$ cat config.mk
export PLATFORM = sky130hd
export DESIGN_NAME = sqrt_float_convert_unit
export DESIGN_NICKNAME = d
export VERILOG_FILES = /design/src/hdl/fpconv_pkg.sv /design/src/hdl/sqrt_float_convert_unit.sv /design/src/hdl/sqrt_iter.sv
export SDC_FILE = /design/constraint.sdc
export NUM_CORES = 1
export LEC_CHECK = 0
export ABC_AREA = 1
export BUFFER_PORTS_ARGS = -buffer_cell sky130_fd_sc_hd__buf_4
export CORE_AREA = 8 8 303 188
export DETAILED_ROUTE_END_ITERATION = 16
export DIE_AREA = 0 0 311 196
export PLACE_DENSITY_LB_ADDON = 0.12
export SYNTH_ARGS = -nofsm -noshare
export SYNTH_HDL_FRONTEND = slang
export SYNTH_HIERARCHICAL = 1
export SYNTH_SLANG_ARGS = --single-unit
$ cat constraint.sdc
create_clock -name clk_sys_in -period 7.3 [get_ports clk_sys_in]
set_input_delay 0.365 -clock clk_sys_in [delete_from_list [all_inputs] [get_ports clk_sys_in]]
set_output_delay 0.365 -clock clk_sys_in [all_outputs]
set_load 0.1 [all_outputs]
$ cat src/hdl/fpconv_pkg.sv
// Operation
// - square root of source written to destination
// - negative root source: error flags, fixed code
// - zero root result sets zero flag
// - direction low converts integer to float
// - float magnitude too large sets carry flag
// - float magnitude too small sets borrow flag
// - zero conversion result sets zero flag
// - direction high converts float to integer, truncating
// - out-of-range integer saturates, sets carry flag
// - discarded fraction sets borrow flag unless the result saturates
// - zero integer result sets zero flag
`default_nettype none
package fpconv_pkg;
  localparam int WORD_W = 16;
  localparam int ROOT_RAD_W = 32;
  localparam int ROOT_STEPS = ROOT_RAD_W / 2;

  localparam logic [15:0] ERROR_CODE_NEG_ROOT = 16'h0e1b;
  localparam logic [15:0] ERROR_CODE_RESET = 16'h0000;

  localparam logic [8:0] FLOAT_BIAS = 9'h07f;
  localparam logic [8:0] FLOAT_EXP_MAX = 9'h0fe;
  localparam logic [8:0] FLOAT_EXP_MIN = 9'h001;
  localparam logic [7:0] FLOAT_INT_BIAS = 8'h7f;
  localparam logic [7:0] FLOAT_INT_EXP_TOP = 8'h9e;

  localparam logic [32:0] LIMIT_POS_WIDE = 33'h0_7fff_ffff;
  localparam logic [32:0] LIMIT_NEG_WIDE = 33'h0_8000_0000;
  localparam logic [32:0] LIMIT_POS_NARROW = 33'h0_0000_7fff;
  localparam logic [32:0] LIMIT_NEG_NARROW = 33'h0_0000_8000;
  localparam logic [31:0] SAT_MAX_WIDE = 32'h7fff_ffff;
  localparam logic [31:0] SAT_MIN_WIDE = 32'h8000_0000;
  localparam logic [31:0] SAT_MAX_NARROW = 32'h0000_7fff;
  localparam logic [31:0] SAT_MIN_NARROW = 32'h0000_8000;

  localparam logic [7:0] ADDR_FLAGS = 8'h00;
  localparam logic [7:0] ADDR_ERROR_CODE = 8'h04;
  localparam logic [7:0] ADDR_IRQ_STATUS = 8'h08;
  localparam logic [7:0] ADDR_IRQ_MASK = 8'h0c;
  localparam logic [7:0] ADDR_RESULT = 8'h10;

  localparam int FLAG_LATCH_BIT = 4;
  localparam int IRQ_W = 3;
  localparam int IRQ_DONE_BIT = 0;
  localparam int IRQ_ERROR_BIT = 1;
  localparam int IRQ_CARRY_BIT = 2;
  localparam logic [2:0] IRQ_MASK_RESET = 3'h0;

  typedef enum logic [1:0] {
    SQUARE_ROOT_OP = 2'b01,
    NUMBER_FORMAT_CONVERT_OP = 2'b10
  } op_e;

  typedef enum logic [1:0] {
    ST_IDLE = 2'b01,
    ST_ROOT = 2'b10
  } state_e;

  typedef struct packed {
    op_e op;
    logic wide;
    logic conversion_direction_select;
    logic [15:0] src_hi;
    logic [15:0] src_lo;
  } req_s;

  typedef struct packed {
    logic [15:0] dst_hi;
    logic [15:0] dst_lo;
  } result_s;

  typedef struct packed {
    logic operation_error_latch;
    logic operation_error_flag;
    logic carry_overflow_flag;
    logic borrow_underflow_flag;
    logic zero_flag;
  } flags_s;
endpackage : fpconv_pkg
`default_nettype wire

$ cat src/hdl/sqrt_float_convert_unit.sv
// The plain strobed port and the register addresses were decided locally.
`default_nettype none
module sqrt_float_convert_unit (
  input wire logic clk_sys_in,                  // system clock, 125 MHz
  input wire logic sys_rst_in,                  // synchronous reset, high
  input wire logic req_valid_in,                // request from sequencer
  output logic req_ready_out,                   // unit idle, request taken
  input wire fpconv_pkg::req_s req_in,          // operation and operands
  output logic done_out,                        // one-cycle completion
  output fpconv_pkg::result_s result_out,       // destination words
  output fpconv_pkg::flags_s flags_out,         // status flags
  output logic [15:0] error_code_register_out,  // last error code
  input wire logic [7:0] reg_addr_in,           // register byte address
  input wire logic [31:0] reg_wdata_in,         // register write data
  input wire logic reg_wr_in,                   // register write strobe
  input wire logic reg_rd_in,                   // register read strobe
  output logic [31:0] reg_rdata_out,            // read data, next cycle
  output logic irq_out                          // level interrupt
);
  import fpconv_pkg::*;

  state_e state, next_state;
  result_s result, next_result;
  flags_s flags, next_flags;
  logic [15:0] err_code, next_err_code;
  logic done, next_done;
  logic [IRQ_W-1:0] irq_status, next_irq_status;
  logic [IRQ_W-1:0] irq_mask, next_irq_mask;
  logic [31:0] rdata, next_rdata;

  logic root_start;
  logic root_done;
  logic [15:0] root_val;
  logic [31:0] root_rad;
  logic root_neg;

  // integer to float
  logic [31:0] int_val;
  logic [31:0] int_mag;
  logic int_neg;
  logic [4:0] msb;
  logic [31:0] norm;
  logic [8:0] i2f_exp;
  logic [31:0] i2f_word;
  logic i2f_zero;
  logic i2f_over;
  logic i2f_under;

  // float to integer
  logic [31:0] fl;
  logic [7:0] f_exp;
  logic [63:0] shifted;
  logic [32:0] f_mag;
  logic f_frac;
  logic f_big;
  logic f_small;
  logic f_sat;
  logic [32:0] lim_pos;
  logic [32:0] lim_neg;
  logic [31:0] f_ival;
  logic [31:0] f2i_word;

  logic wr_flags, wr_err, wr_irq, wr_mask;
  logic [IRQ_W-1:0] irq_events;

  sqrt_iter #(
    .RAD_W(ROOT_RAD_W)
  ) u_root (
    .clk_sys_in(clk_sys_in),
    .sys_rst_in(sys_rst_in),
    .start_in(root_start),
    .radicand_in(root_rad),
    .done_out(root_done),
    .root_out(root_val)
  );

  assign root_rad = req_in.wide ? {req_in.src_hi, req_in.src_lo} : {16'h0000, req_in.src_lo};
  assign root_neg = req_in.wide ? req_in.src_hi[15] : req_in.src_lo[15];

  // low half word sits in the lower register of a pair
  always_comb begin
    int_val = req_in.wide ? {req_in.src_hi, req_in.src_lo}
                          : {{16{req_in.src_lo[15]}}, req_in.src_lo};
    int_neg = int_val[31];
    int_mag = int_neg ? (32'h0 - int_val) : int_val;
    msb = 5'h00;
    for (int i = 0; i < 32; i++) begin
      if (int_mag[i]) begin
        msb = 5'(i);
      end
    end
    norm = int_mag << (5'h1f - msb);
    i2f_exp = FLOAT_BIAS + {4'h0, msb};
    i2f_zero = (int_mag == 32'h0);
    i2f_over = !i2f_zero && (i2f_exp > FLOAT_EXP_MAX);
    i2f_under = !i2f_zero && (i2f_exp < FLOAT_EXP_MIN);
    // mantissa truncated toward zero
    i2f_word = i2f_zero ? 32'h0 : {int_neg, i2f_exp[7:0], norm[30:8]};
  end

  always_comb begin
    fl = {req_in.src_hi, req_in.src_lo};
    f_exp = fl[30:23];
    f_big = (f_exp > FLOAT_INT_EXP_TOP);
    f_small = (f_exp < FLOAT_INT_BIAS);
    shifted = {40'h0, 1'b1, fl[22:0]} << 6'(f_exp - FLOAT_INT_BIAS);
    if (f_small) begin
      f_mag = 33'h0;
      f_frac = (f_exp != 8'h00) || (fl[22:0] != 23'h0);
    end else begin
      f_mag = shifted[55:23];
      f_frac = (shifted[22:0] != 23'h0);
    end
    lim_pos = req_in.wide ? LIMIT_POS_WIDE : LIMIT_POS_NARROW;
    lim_neg = req_in.wide ? LIMIT_NEG_WIDE : LIMIT_NEG_NARROW;
    f_sat = f_big || (fl[31] ? (f_mag > lim_neg) : (f_mag > lim_pos));
    f_ival = fl[31] ? (32'h0 - f_mag[31:0]) : f_mag[31:0];
    if (f_sat) begin
      if (req_in.wide) begin
        f2i_word = fl[31] ? SAT_MIN_WIDE : SAT_MAX_WIDE;
      end else begin
        f2i_word = fl[31] ? SAT_MIN_NARROW : SAT_MAX_NARROW;
      end
    end else if (req_in.wide) begin
      f2i_word = f_ival;
    end else begin
      f2i_word = {16'h0000, f_ival[15:0]};
    end
  end

  always_comb begin
    wr_flags = reg_wr_in && (reg_addr_in == ADDR_FLAGS);
    wr_err = reg_wr_in && (reg_addr_in == ADDR_ERROR_CODE);
    wr_irq = reg_wr_in && (reg_addr_in == ADDR_IRQ_STATUS);
    wr_mask = reg_wr_in && (reg_addr_in == ADDR_IRQ_MASK);
  end

  // operation sequencing; hardware sets win over software clears
  always_comb begin
    next_state = state;
    next_result = result;
    next_flags = flags;
    next_err_code = err_code;
    next_done = 1'b0;
    root_start = 1'b0;
    if (wr_flags && reg_wdata_in[FLAG_LATCH_BIT]) begin
      next_flags.operation_error_latch = 1'b0;
    end
    if (wr_err) begin
      next_err_code = reg_wdata_in[15:0];
    end
    case (state)
      ST_IDLE: begin
        if (req_valid_in) begin
          next_done = 1'b1;
          next_flags.operation_error_flag = 1'b0;
          if (req_in.op == SQUARE_ROOT_OP) begin
            if (root_neg) begin
              next_flags.zero_flag = 1'b0;
              next_flags.borrow_underflow_flag = 1'b0;
              next_flags.carry_overflow_flag = 1'b0;
              next_flags.operation_error_flag = 1'b1;
              next_flags.operation_error_latch = 1'b1;
              next_err_code = ERROR_CODE_NEG_ROOT;
            end else begin
              next_done = 1'b0;
              root_start = 1'b1;
              next_state = ST_ROOT;
            end
          end else if (req_in.op == NUMBER_FORMAT_CONVERT_OP) begin
            if (req_in.conversion_direction_select) begin
              next_result = f2i_word;
              next_flags.carry_overflow_flag = f_sat;
              next_flags.borrow_underflow_flag = f_frac && !f_sat;
              next_flags.zero_flag = (f2i_word == 32'h0);
            end else begin
              next_result = i2f_word;
              next_flags.carry_overflow_flag = i2f_over;
              next_flags.borrow_underflow_flag = i2f_under;
              next_flags.zero_flag = i2f_zero;
            end
          end
        end
      end
      ST_ROOT: begin
        if (root_done) begin
          next_result = {16'h0000, root_val};
          next_flags.zero_flag = (root_val == 16'h0000);
          next_flags.borrow_underflow_flag = 1'b0;
          next_flags.carry_overflow_flag = 1'b0;
          next_done = 1'b1;
          next_state = ST_IDLE;
        end
      end
      default: begin
        next_state = ST_IDLE;
      end
    endcase
  end

  // interrupt status and register reads
  always_comb begin
    irq_events = '0;
    irq_events[IRQ_DONE_BIT] = done;
    irq_events[IRQ_ERROR_BIT] = done && flags.operation_error_flag;
    irq_events[IRQ_CARRY_BIT] = done && flags.carry_overflow_flag;
    next_irq_status = irq_status;
    if (wr_irq) begin
      next_irq_status = irq_status & ~reg_wdata_in[IRQ_W-1:0];
    end
    next_irq_status = next_irq_status | irq_events;
    next_irq_mask = wr_mask ? reg_wdata_in[IRQ_W-1:0] : irq_mask;
    next_rdata = 32'h0;
    if (reg_rd_in) begin
      if (reg_addr_in == ADDR_FLAGS) begin
        next_rdata = {27'h0, flags};
      end else if (reg_addr_in == ADDR_ERROR_CODE) begin
        next_rdata = {16'h0000, err_code};
      end else if (reg_addr_in == ADDR_IRQ_STATUS) begin
        next_rdata = {29'h0, irq_status};
      end else if (reg_addr_in == ADDR_IRQ_MASK) begin
        next_rdata = {29'h0, irq_mask};
      end else if (reg_addr_in == ADDR_RESULT) begin
        next_rdata = result;
      end else begin
        next_rdata = 32'h0;
      end
    end
  end

  always_ff @(posedge clk_sys_in) begin
    if (sys_rst_in) begin
      state <= ST_IDLE;
      result <= '0;
      flags <= '0;
      err_code <= ERROR_CODE_RESET;
      done <= 1'b0;
      irq_status <= '0;
      irq_mask <= IRQ_MASK_RESET;
      rdata <= 32'h0;
    end else begin
      state <= next_state;
      result <= next_result;
      flags <= next_flags;
      err_code <= next_err_code;
      done <= next_done;
      irq_status <= next_irq_status;
      irq_mask <= next_irq_mask;
      rdata <= next_rdata;
    end
  end

  assign req_ready_out = (state == ST_IDLE);
  assign done_out = done;
  assign result_out = result;
  assign flags_out = flags;
  assign error_code_register_out = err_code;
  assign reg_rdata_out = rdata;
  assign irq_out = |(irq_status & irq_mask);
endmodule : sqrt_float_convert_unit
`default_nettype wire

$ cat src/hdl/sqrt_iter.sv
`default_nettype none
module sqrt_iter #(
  parameter int RAD_W = 32
) (
  input wire logic clk_sys_in,                 // system clock
  input wire logic sys_rst_in,                 // synchronous reset, high
  input wire logic start_in,                   // one-cycle start
  input wire logic [RAD_W-1:0] radicand_in,    // unsigned radicand
  output logic done_out,                       // one-cycle completion
  output logic [RAD_W/2-1:0] root_out          // truncated root
);
  localparam int ROOT_W = RAD_W / 2;
  localparam int CNT_W = $clog2(ROOT_W + 1);

  logic busy, next_busy;
  logic [CNT_W-1:0] cnt, next_cnt;
  logic [RAD_W-1:0] rad, next_rad;
  logic [ROOT_W+1:0] rem, next_rem;
  logic [ROOT_W-1:0] root, next_root;
  logic done, next_done;
  logic [ROOT_W+1:0] rem_try;
  logic [ROOT_W+1:0] trial;

  // restoring root: two radicand bits per step
  always_comb begin
    rem_try = {rem[ROOT_W-1:0], rad[RAD_W-1 -: 2]};
    trial = {root, 2'b01};
    next_busy = busy;
    next_cnt = cnt;
    next_rad = rad;
    next_rem = rem;
    next_root = root;
    next_done = 1'b0;
    if (start_in && !busy) begin
      next_busy = 1'b1;
      next_cnt = CNT_W'(ROOT_W);
      next_rad = radicand_in;
      next_rem = '0;
      next_root = '0;
    end else if (busy) begin
      next_rad = {rad[RAD_W-3:0], 2'b00};
      if (rem_try >= trial) begin
        next_rem = rem_try - trial;
        next_root = {root[ROOT_W-2:0], 1'b1};
      end else begin
        next_rem = rem_try;
        next_root = {root[ROOT_W-2:0], 1'b0};
      end
      next_cnt = cnt - CNT_W'(1);
      if (cnt == CNT_W'(1)) begin
        next_busy = 1'b0;
        next_done = 1'b1;
      end
    end
  end

  always_ff @(posedge clk_sys_in) begin
    if (sys_rst_in) begin
      busy <= 1'b0;
      cnt <= '0;
      rad <= '0;
      rem <= '0;
      root <= '0;
      done <= 1'b0;
    end else begin
      busy <= next_busy;
      cnt <= next_cnt;
      rad <= next_rad;
      rem <= next_rem;
      root <= next_root;
      done <= next_done;
    end
  end

  assign done_out = done;
  assign root_out = root;
endmodule : sqrt_iter
`default_nettype wire

==> flow_summary.json, run 1 <==
{
  "run_status": "finished clean",
  "synth.avg_cell_area_um2": 5.815,
  "yosysTopAreaCell": "dfxtp_1",
  "pwr-share-comb_pct": 42.5,
  "ys_warn_count": 6,
  "stdcell_area_mm2": 0.01768,
  "path_delay_family": "compound AO/OA/AOI/OAI gates",
  "syn-num-nets": 2796,
  "synth.distinct_cells": 63,
  "hold_buffers": 0,
  "die_y_um": 196,
  "rows": 66,
  "maxSlewViolCount": 0,
  "clockRootBuffer": "clkbuf_16",
  "rsz0062_at_grt": "no",
  "holdPathStages": 3,
  "seq_area_frac_synth_pct": 21.32,
  "slew-limit-headroom_pct": 32.21,
  "vias": 17415,
  "startpoint_type": "primary input",
  "dpl.cell_count": 3434,
  "netlist_instances": 2664,
  "portBuffers": 152,
  "synth_common_cells": "nand2_1, inv_1, nand3_1",
  "drv_cap": 0,
  "p_switching_mw": 1.515,
  "slowest_delay_ns": 0.68,
  "dpl-instance-area_mm2": 0.01705,
  "end_kind": "flop",
  "gp_congestion": 0.9162,
  "synth_edf_count": 0,
  "first_pass_iters": 6,
  "clk_pin_slew_ns": 0.08,
  "tritoncts": "yes",
  "insertion_delay_ns": 0.46,
  "tns_ns": 0,
  "worst-slew-pin-transition_ns": 1.016,
  "leakagePower_nw": 8.602,
  "clk_path_buf_depth": 2,
  "globalRouteOverflowTotal": 0,
  "layout.cells.non_filler": 3468,
  "slowest_stage": "ha_1",
  "initial_utilization_pct": 29.31,
  "fin_crit_sh_pct": 82.25,
  "cts_sinks": 165,
  "synth.area.top_cells": "dfxtp_1, nand2_1, nand3_1",
  "seqCellArea_mm2": 0.003304,
  "cellPowerDensity_mw_per_mm2": 187.0,
  "ys_ff_latch": 165,
  "clkPwrFrac_pct": 28.8,
  "fmax_mhz": 166.5,
  "cp.arrival_ns": 6.38,
  "ir_drop_v": 0.0001678,
  "worstPathMaxFanout": 50,
  "hold_viol_final": 0,
  "synth_most_common_cell": "nand2_1",
  "worst-r2r-cell-count": 13,
  "die_x_um": 311,
  "ys.flop_type": "dfxtp_1",
  "cts_setup_buffers": 0,
  "htree_levels": 4,
  "area_growth_pct": 14.13,
  "finalWirelength_um": 60690,
  "dieArea_mm2": 0.06096,
  "p_int_mw": 1.792,
  "cp_data_required_time_ns": 7.68,
  "drt.antenna.violating_nets": 0,
  "wl_per_cell_um": 17.50,
  "fin_skew_ns": 0.02042,
  "antenna_found_initial": 1,
  "finalCriticalPeriod_ns": 6.004,
  "drc": 0,
  "path_buf_inv": 3,
  "grt_pass1_wl_um": 94360,
  "drive_gt1_share_pct": 12.43,
  "dp_hpwl_um": 48260,
  "hold_ws_ns": 0.1995,
  "crit_type": "in -> reg",
  "fillCellCount": 6041,
  "cp.depth": 25,
  "nets": 2871,
  "grt_max_degree": 61,
  "netlist.area_leader.share_pct": 21.32,
  "grt_pass1_vias": 16180,
  "syn-cell-area_mm2": 0.01549,
  "switching_share_pct": 45.81,
  "num_io_pins": 169,
  "cts_resized": 0,
  "setup_viol": 0,
  "multi_input_area_mm2": 0.01016,
  "viasPerCell": 5.022,
  "initialDrtViolationCount": 1890,
  "track_usage_pct": 19.34,
  "synthArstFlopShare_pct": 0,
  "core_area_mm2": 0.05285,
  "power_frac_seq_pct": 28.7,
  "cts_buffers": 17,
  "hold_class": "in -> reg"
}
[power groups by stage]
stage | sequential (mW) | clock (mW) | combinational, mW
finish | 0.949 | 0.952 | 1.41
global placement | 0.970 | 0 | 1.38
floorplan | 1.07 | 0 | 0.919
global route | 0.952 | 1.02 | 1.55
CTS | 0.949 | 0.981 | 1.38
detailed placement | 0.970 | 0 | 1.38
[worst min-delay path: cells and delay by family]
kind | cells | cell delay, ns
buffers and inverters | 1 | 0.08
AOI/OAI and AO/OA | 2 | 0.17
[per-stage QoR]
stage | worst slack (ns) | power (mW) | util, %
2_1_floorplan | 2.715 | 1.987 | -
3_3_place_gp | 1.012 | 2.345 | 32.26
3_5_place_dp | 0.9013 | 2.348 | 32.26
4_1_cts | 1.386 | 3.314 | 33.44
5_1_grt | 0.7100 | 3.517 | 33.44
6_report | 1.296 | 3.306 | 33.45
[flip-flops by register name, summed over array words and instances, names as in the netlist, 2 cells and up]
name and cells:
state 2, u_root/rad 32, error_code_register_out 16, flags_out 5, result_out 32, reg_rdata_out 32, u_root/root_out 16, irq_status 3
u_root/cnt 5, irq_mask 3, u_root/rem 16
[layer usage]
| metal | up-vias | global-route usage (%) | wire length (µm) |
|---|---|---|---|
| met4 | 0 | 3.494 | 555 |
| met2 | 533 | 26.36 | 23280 |
| met5 | - | 0 | 0 |
| met1 | 8082 | 30.07 | 31800 |
| met3 | 32 | 4.761 | 5047 |
| li1 | 8768 | - | - |
[cell usage in the layout (no fill, tap or decap), types with 26 or more instances in the layout]
| master | n |
|---|---|
| xor2_1 | 38 |
| nand2_1 | 774 |
| a21oi_1 | 138 |
| dfxtp_1 | 164 |
| ha_1 | 51 |
| inv_1 | 322 |
| nor2_1 | 244 |
| inv_2 | 37 |
| nand3_1 | 292 |
| o21ai_1 | 71 |
| o21ai_0 | 93 |
| nand4_1 | 44 |
| buf_4 | 175 |
| nor3_1 | 26 |
[final cells by class]
class	count	share of cell area [%]
Clock buffer	17	2.406
Clock inverter	15	1.111
Tap cell	714	5.053
Multi-Input combinational cell	2013	57.48
Sequential cell	165	18.69
Timing Repair Buffer	175	7.432
Inverter	367	7.792
Antenna cell	2	0.02831
[final timing paths]
kind | startpoint | slack, ns | endpoint
worst min-delay path | reg_wdata_in[5] | 0.20 | error_code_register_out[5]
worst max register to register | state[0] | 3.67 | result_out[25]
worst min register to register | result_out[24] | 0.46 | reg_rdata_out[24]
worst max-delay path | req_in[23] | 1.30 | flags_out[0]
[cells by family (layout without fill, tap and decap cells)]
group / after synthesis / count (layout) / share of synthesized area (%)
compound gates: 403 / 403 / 15.11
xor+xnor: 48 / 48 / 2.763
fa+ha+maj: 51 / 51 / 4.120
buf+inv: 486 / 574 / 13.09
flops: 165 / 165 / 21.32
mux: 19 / 19 / 1.228
other cells: 0 / 2 / 0
simple gates: 1492 / 1492 / 42.37
Power figures use the tool's default switching activity.
==> run 2: changes to the inputs <==
Settings changed: ABC_AREA 1 to 0, CORE_AREA 8 8 303 188 to 8 8 313 194, DIE_AREA 0 0 311 196 to 0 0 321 202.
Clock period 7.3 ns to 4.9 ns, I/O delays scaled along.
==> run 2 against run 1 <==
  * Utilization rose by 5.5 points
  * Clock skew decreased by 0.0068 ns
  * Area after synthesis up 7.3%
  * Combinational power grew 120%
  * Die area increased by 6.4%
  * Non-clock buffer count up 374
  * Cell count down 2.3%
  * Clock-buffer cell count grew 2
  * Flip-flop and latch count unchanged
  * Critical path depth down 2
  * Design area is 24% higher
  * Register-to-register slack worse by 2.6 ns
==> flow_summary.json, run 2 <==
{
  "run_status": "finished clean",
  "yosysTopAreaCell": "dfxtp_1",
  "layout_common_cells": "buf_4, nand2_1, nor2_1",
  "worstPathMaxFanout": 6,
  "seq_area_frac_synth_pct": 19.87,
  "gp_congestion": 0.9844,
  "ys_warn_count": 6,
  "drv_cap": 0,
  "cts_buffers": 17,
  "cp_data_required_time_ns": 5.27,
  "setup_viol": 0,
  "crit_type": "in -> reg",
  "dieArea_mm2": 0.06484,
  "maxSlewViolCount": 0,
  "syn-num-nets": 2339,
  "leakagePower_nw": 8.973,
  "dpl.cell_count": 3342,
  "clk_path_buf_depth": 2,
  "grt_pass1_wl_um": 123000,
  "slowest_delay_ns": 0.61,
  "drive_gt1_share_pct": 28.71,
  "hold_ws_ns": 0.04224,
  "insertion_delay_ns": 0.46,
  "fmax_mhz": 208.5,
  "ir_drop_v": 0.0002742,
  "initialDrtViolationCount": 2295,
  "worst-r2r-cell-count": 13,
  "hold_class": "in -> reg",
  "htree_levels": 4,
  "rows": 68,
  "holdPathStages": 3,
  "syn-cell-area_mm2": 0.01662,
  "ys_ff_latch": 165,
  "synth.avg_cell_area_um2": 7.532,
  "dp_hpwl_um": 67910,
  "grt_max_degree": 65,
  "drc": 0,
  "startpoint_type": "primary input",
  "cts_sinks": 165,
  "end_kind": "flop",
  "track_usage_pct": 24.56,
  "synth.area.top_cells": "dfxtp_1, mux2i_1, nand2_1",
  "nets": 2735,
  "drt.antenna.violating_nets": 0,
  "worst-slew-pin-transition_ns": 1.163,
  "ys.flop_type": "dfxtp_1",
  "netlist_instances": 2207,
  "synthArstFlopShare_pct": 0,
  "initial_utilization_pct": 29.51,
  "utilization_pct": 38.90,
  "synth_common_cells": "nand2_1, nor2_1, dfxtp_1",
  "finalCriticalPeriod_ns": 4.797,
  "synth_most_common_cell": "nand2_1",
  "tritoncts": "yes",
  "layout.cells.non_filler": 3387,
  "slowest_stage": "a211oi_2",
  "netlist.area_leader.share_pct": 19.87,
  "cp.arrival_ns": 5.17,
  "timing.critical_path.cells": "buf_4, inv_2, ha_4, buf_6, buf_4, mux4_2, inv_1, mux2_2, a211oi_2, a22o_1, ha_1, a21oi_1, o21ai_2, a31oi_2, o21ai_1, a21o_1, o41a_1, a211oi_4, buf_6, a21o_1, a21oi_2, or4b_1, o31ai_2",
  "antenna_found_initial": 1,
  "synth.distinct_cells": 109,
  "die_y_um": 202,
  "area_growth_pct": 31.80,
  "clockRootBuffer": "clkbuf_16",
  "wl_per_cell_um": 24.65,
  "hold_viol_final": 0,
  "globalRouteOverflowTotal": 0,
  "grt_pass1_vias": 18174,
  "cellPowerDensity_mw_per_mm2": 273.1,
  "slew-limit-headroom_pct": 21.78,
  "fin_skew_ns": 0.01359,
  "synth_edf_count": 0,
  "hold_buffers": 0,
  "fin_crit_sh_pct": 97.89,
  "clk_pin_slew_ns": 0.08,
  "die_x_um": 321,
  "layout_commonest_cell": "buf_4",
  "portBuffers": 152,
  "first_pass_iters": 5,
  "vias": 19466,
  "finalWirelength_um": 83480,
  "viasPerCell": 5.747,
  "num_io_pins": 169,
  "tns_ns": 0,
  "core_area_mm2": 0.05632
}
==> run 2: stage by stage <==
| step | power (mW) | cell area [µm²] | setup slack (ns) |
|---|---|---|---|
| after floorplan | 3.097 | 16700 | -0.1271 |
| after global placement | 4.486 | 21030 | -0.6083 |
| after detailed placement | 4.459 | 21030 | -0.6013 |
| after CTS | 5.866 | 21630 | 0.09639 |
| after global routing | 6.243 | 21910 | -0.01725 |
| final | 5.983 | 21910 | 0.1034 |
==> run 2: worst max-delay path: cells and delay by family <==
family / cells / cell delay, ns
buf+inv: 6 / 0.70
simple gates: 1 / 0.53
fa+ha+maj: 2 / 0.49
mux: 2 / 0.69
compound gates: 12 / 2.50
==> run 2: area by class of cell <==
cell class	instances	area [µm²]
well taps	770	963.4
fillers	5971	34410
clock buffers	19	442.9
inverters	65	246.5
repair buffers	549	4222
clock inverters	13	142.6
flip-flops and latches	165	3307
multi-input cells	1805	12580
diodes	1	2.502
==> run 2: worst paths after layout <==
kind	start	to	slack (ns)
max	req_in[24]	flags_out[0]	0.10
max reg2reg	state[0]	result_out[21]	1.07
min reg2reg	error_code_register_out[8]	error_code_register_out[8]	0.47
min	reg_wdata_in[14]	error_code_register_out[14]	0.04
==> run 2: kinds of logic (layout without fill, tap and decap cells) <==
kind of cell | count (synthesis) | count (layout) | synth area share, %
and+or+nand+nor | 818 | 818 | 24.81
AOI/OAI and AO/OA | 675 | 675 | 28.36
buffers and inverters | 237 | 646 | 6.052
muxes | 193 | 193 | 13.35
DFF | 165 | 165 | 19.87
xor gates and xnor gates | 68 | 68 | 3.718
adders and majority gates | 51 | 51 | 3.839
other | 0 | 1 | 0
==> run 2: report_power, final <==
group          switching (mW)  leakage [nW]  internal, mW
clock network           0.662         0.285         0.732
registers              0.0518          1.34          1.38
logic                    1.89          7.35          1.26
total                    2.61          8.97          3.37
==> run 2: routing by layer <==
layer  vias up  part of all wire (%)  track usage, %
li1       9136                     -               -
met1      9466                    52           39.28
met2       823                    35           30.07
met3        41                    11           9.827
met4         0                  0.67           2.560
met5         -                     0               0
==> run 2: repair_timing <==
item	4_1_cts	5_1_grt
setup endpoints to repair	2	30
buffers inserted	0	11
gates cloned	0	1
pin swaps	0	17
hold endpoints to repair	0	0
resized for setup	3	43
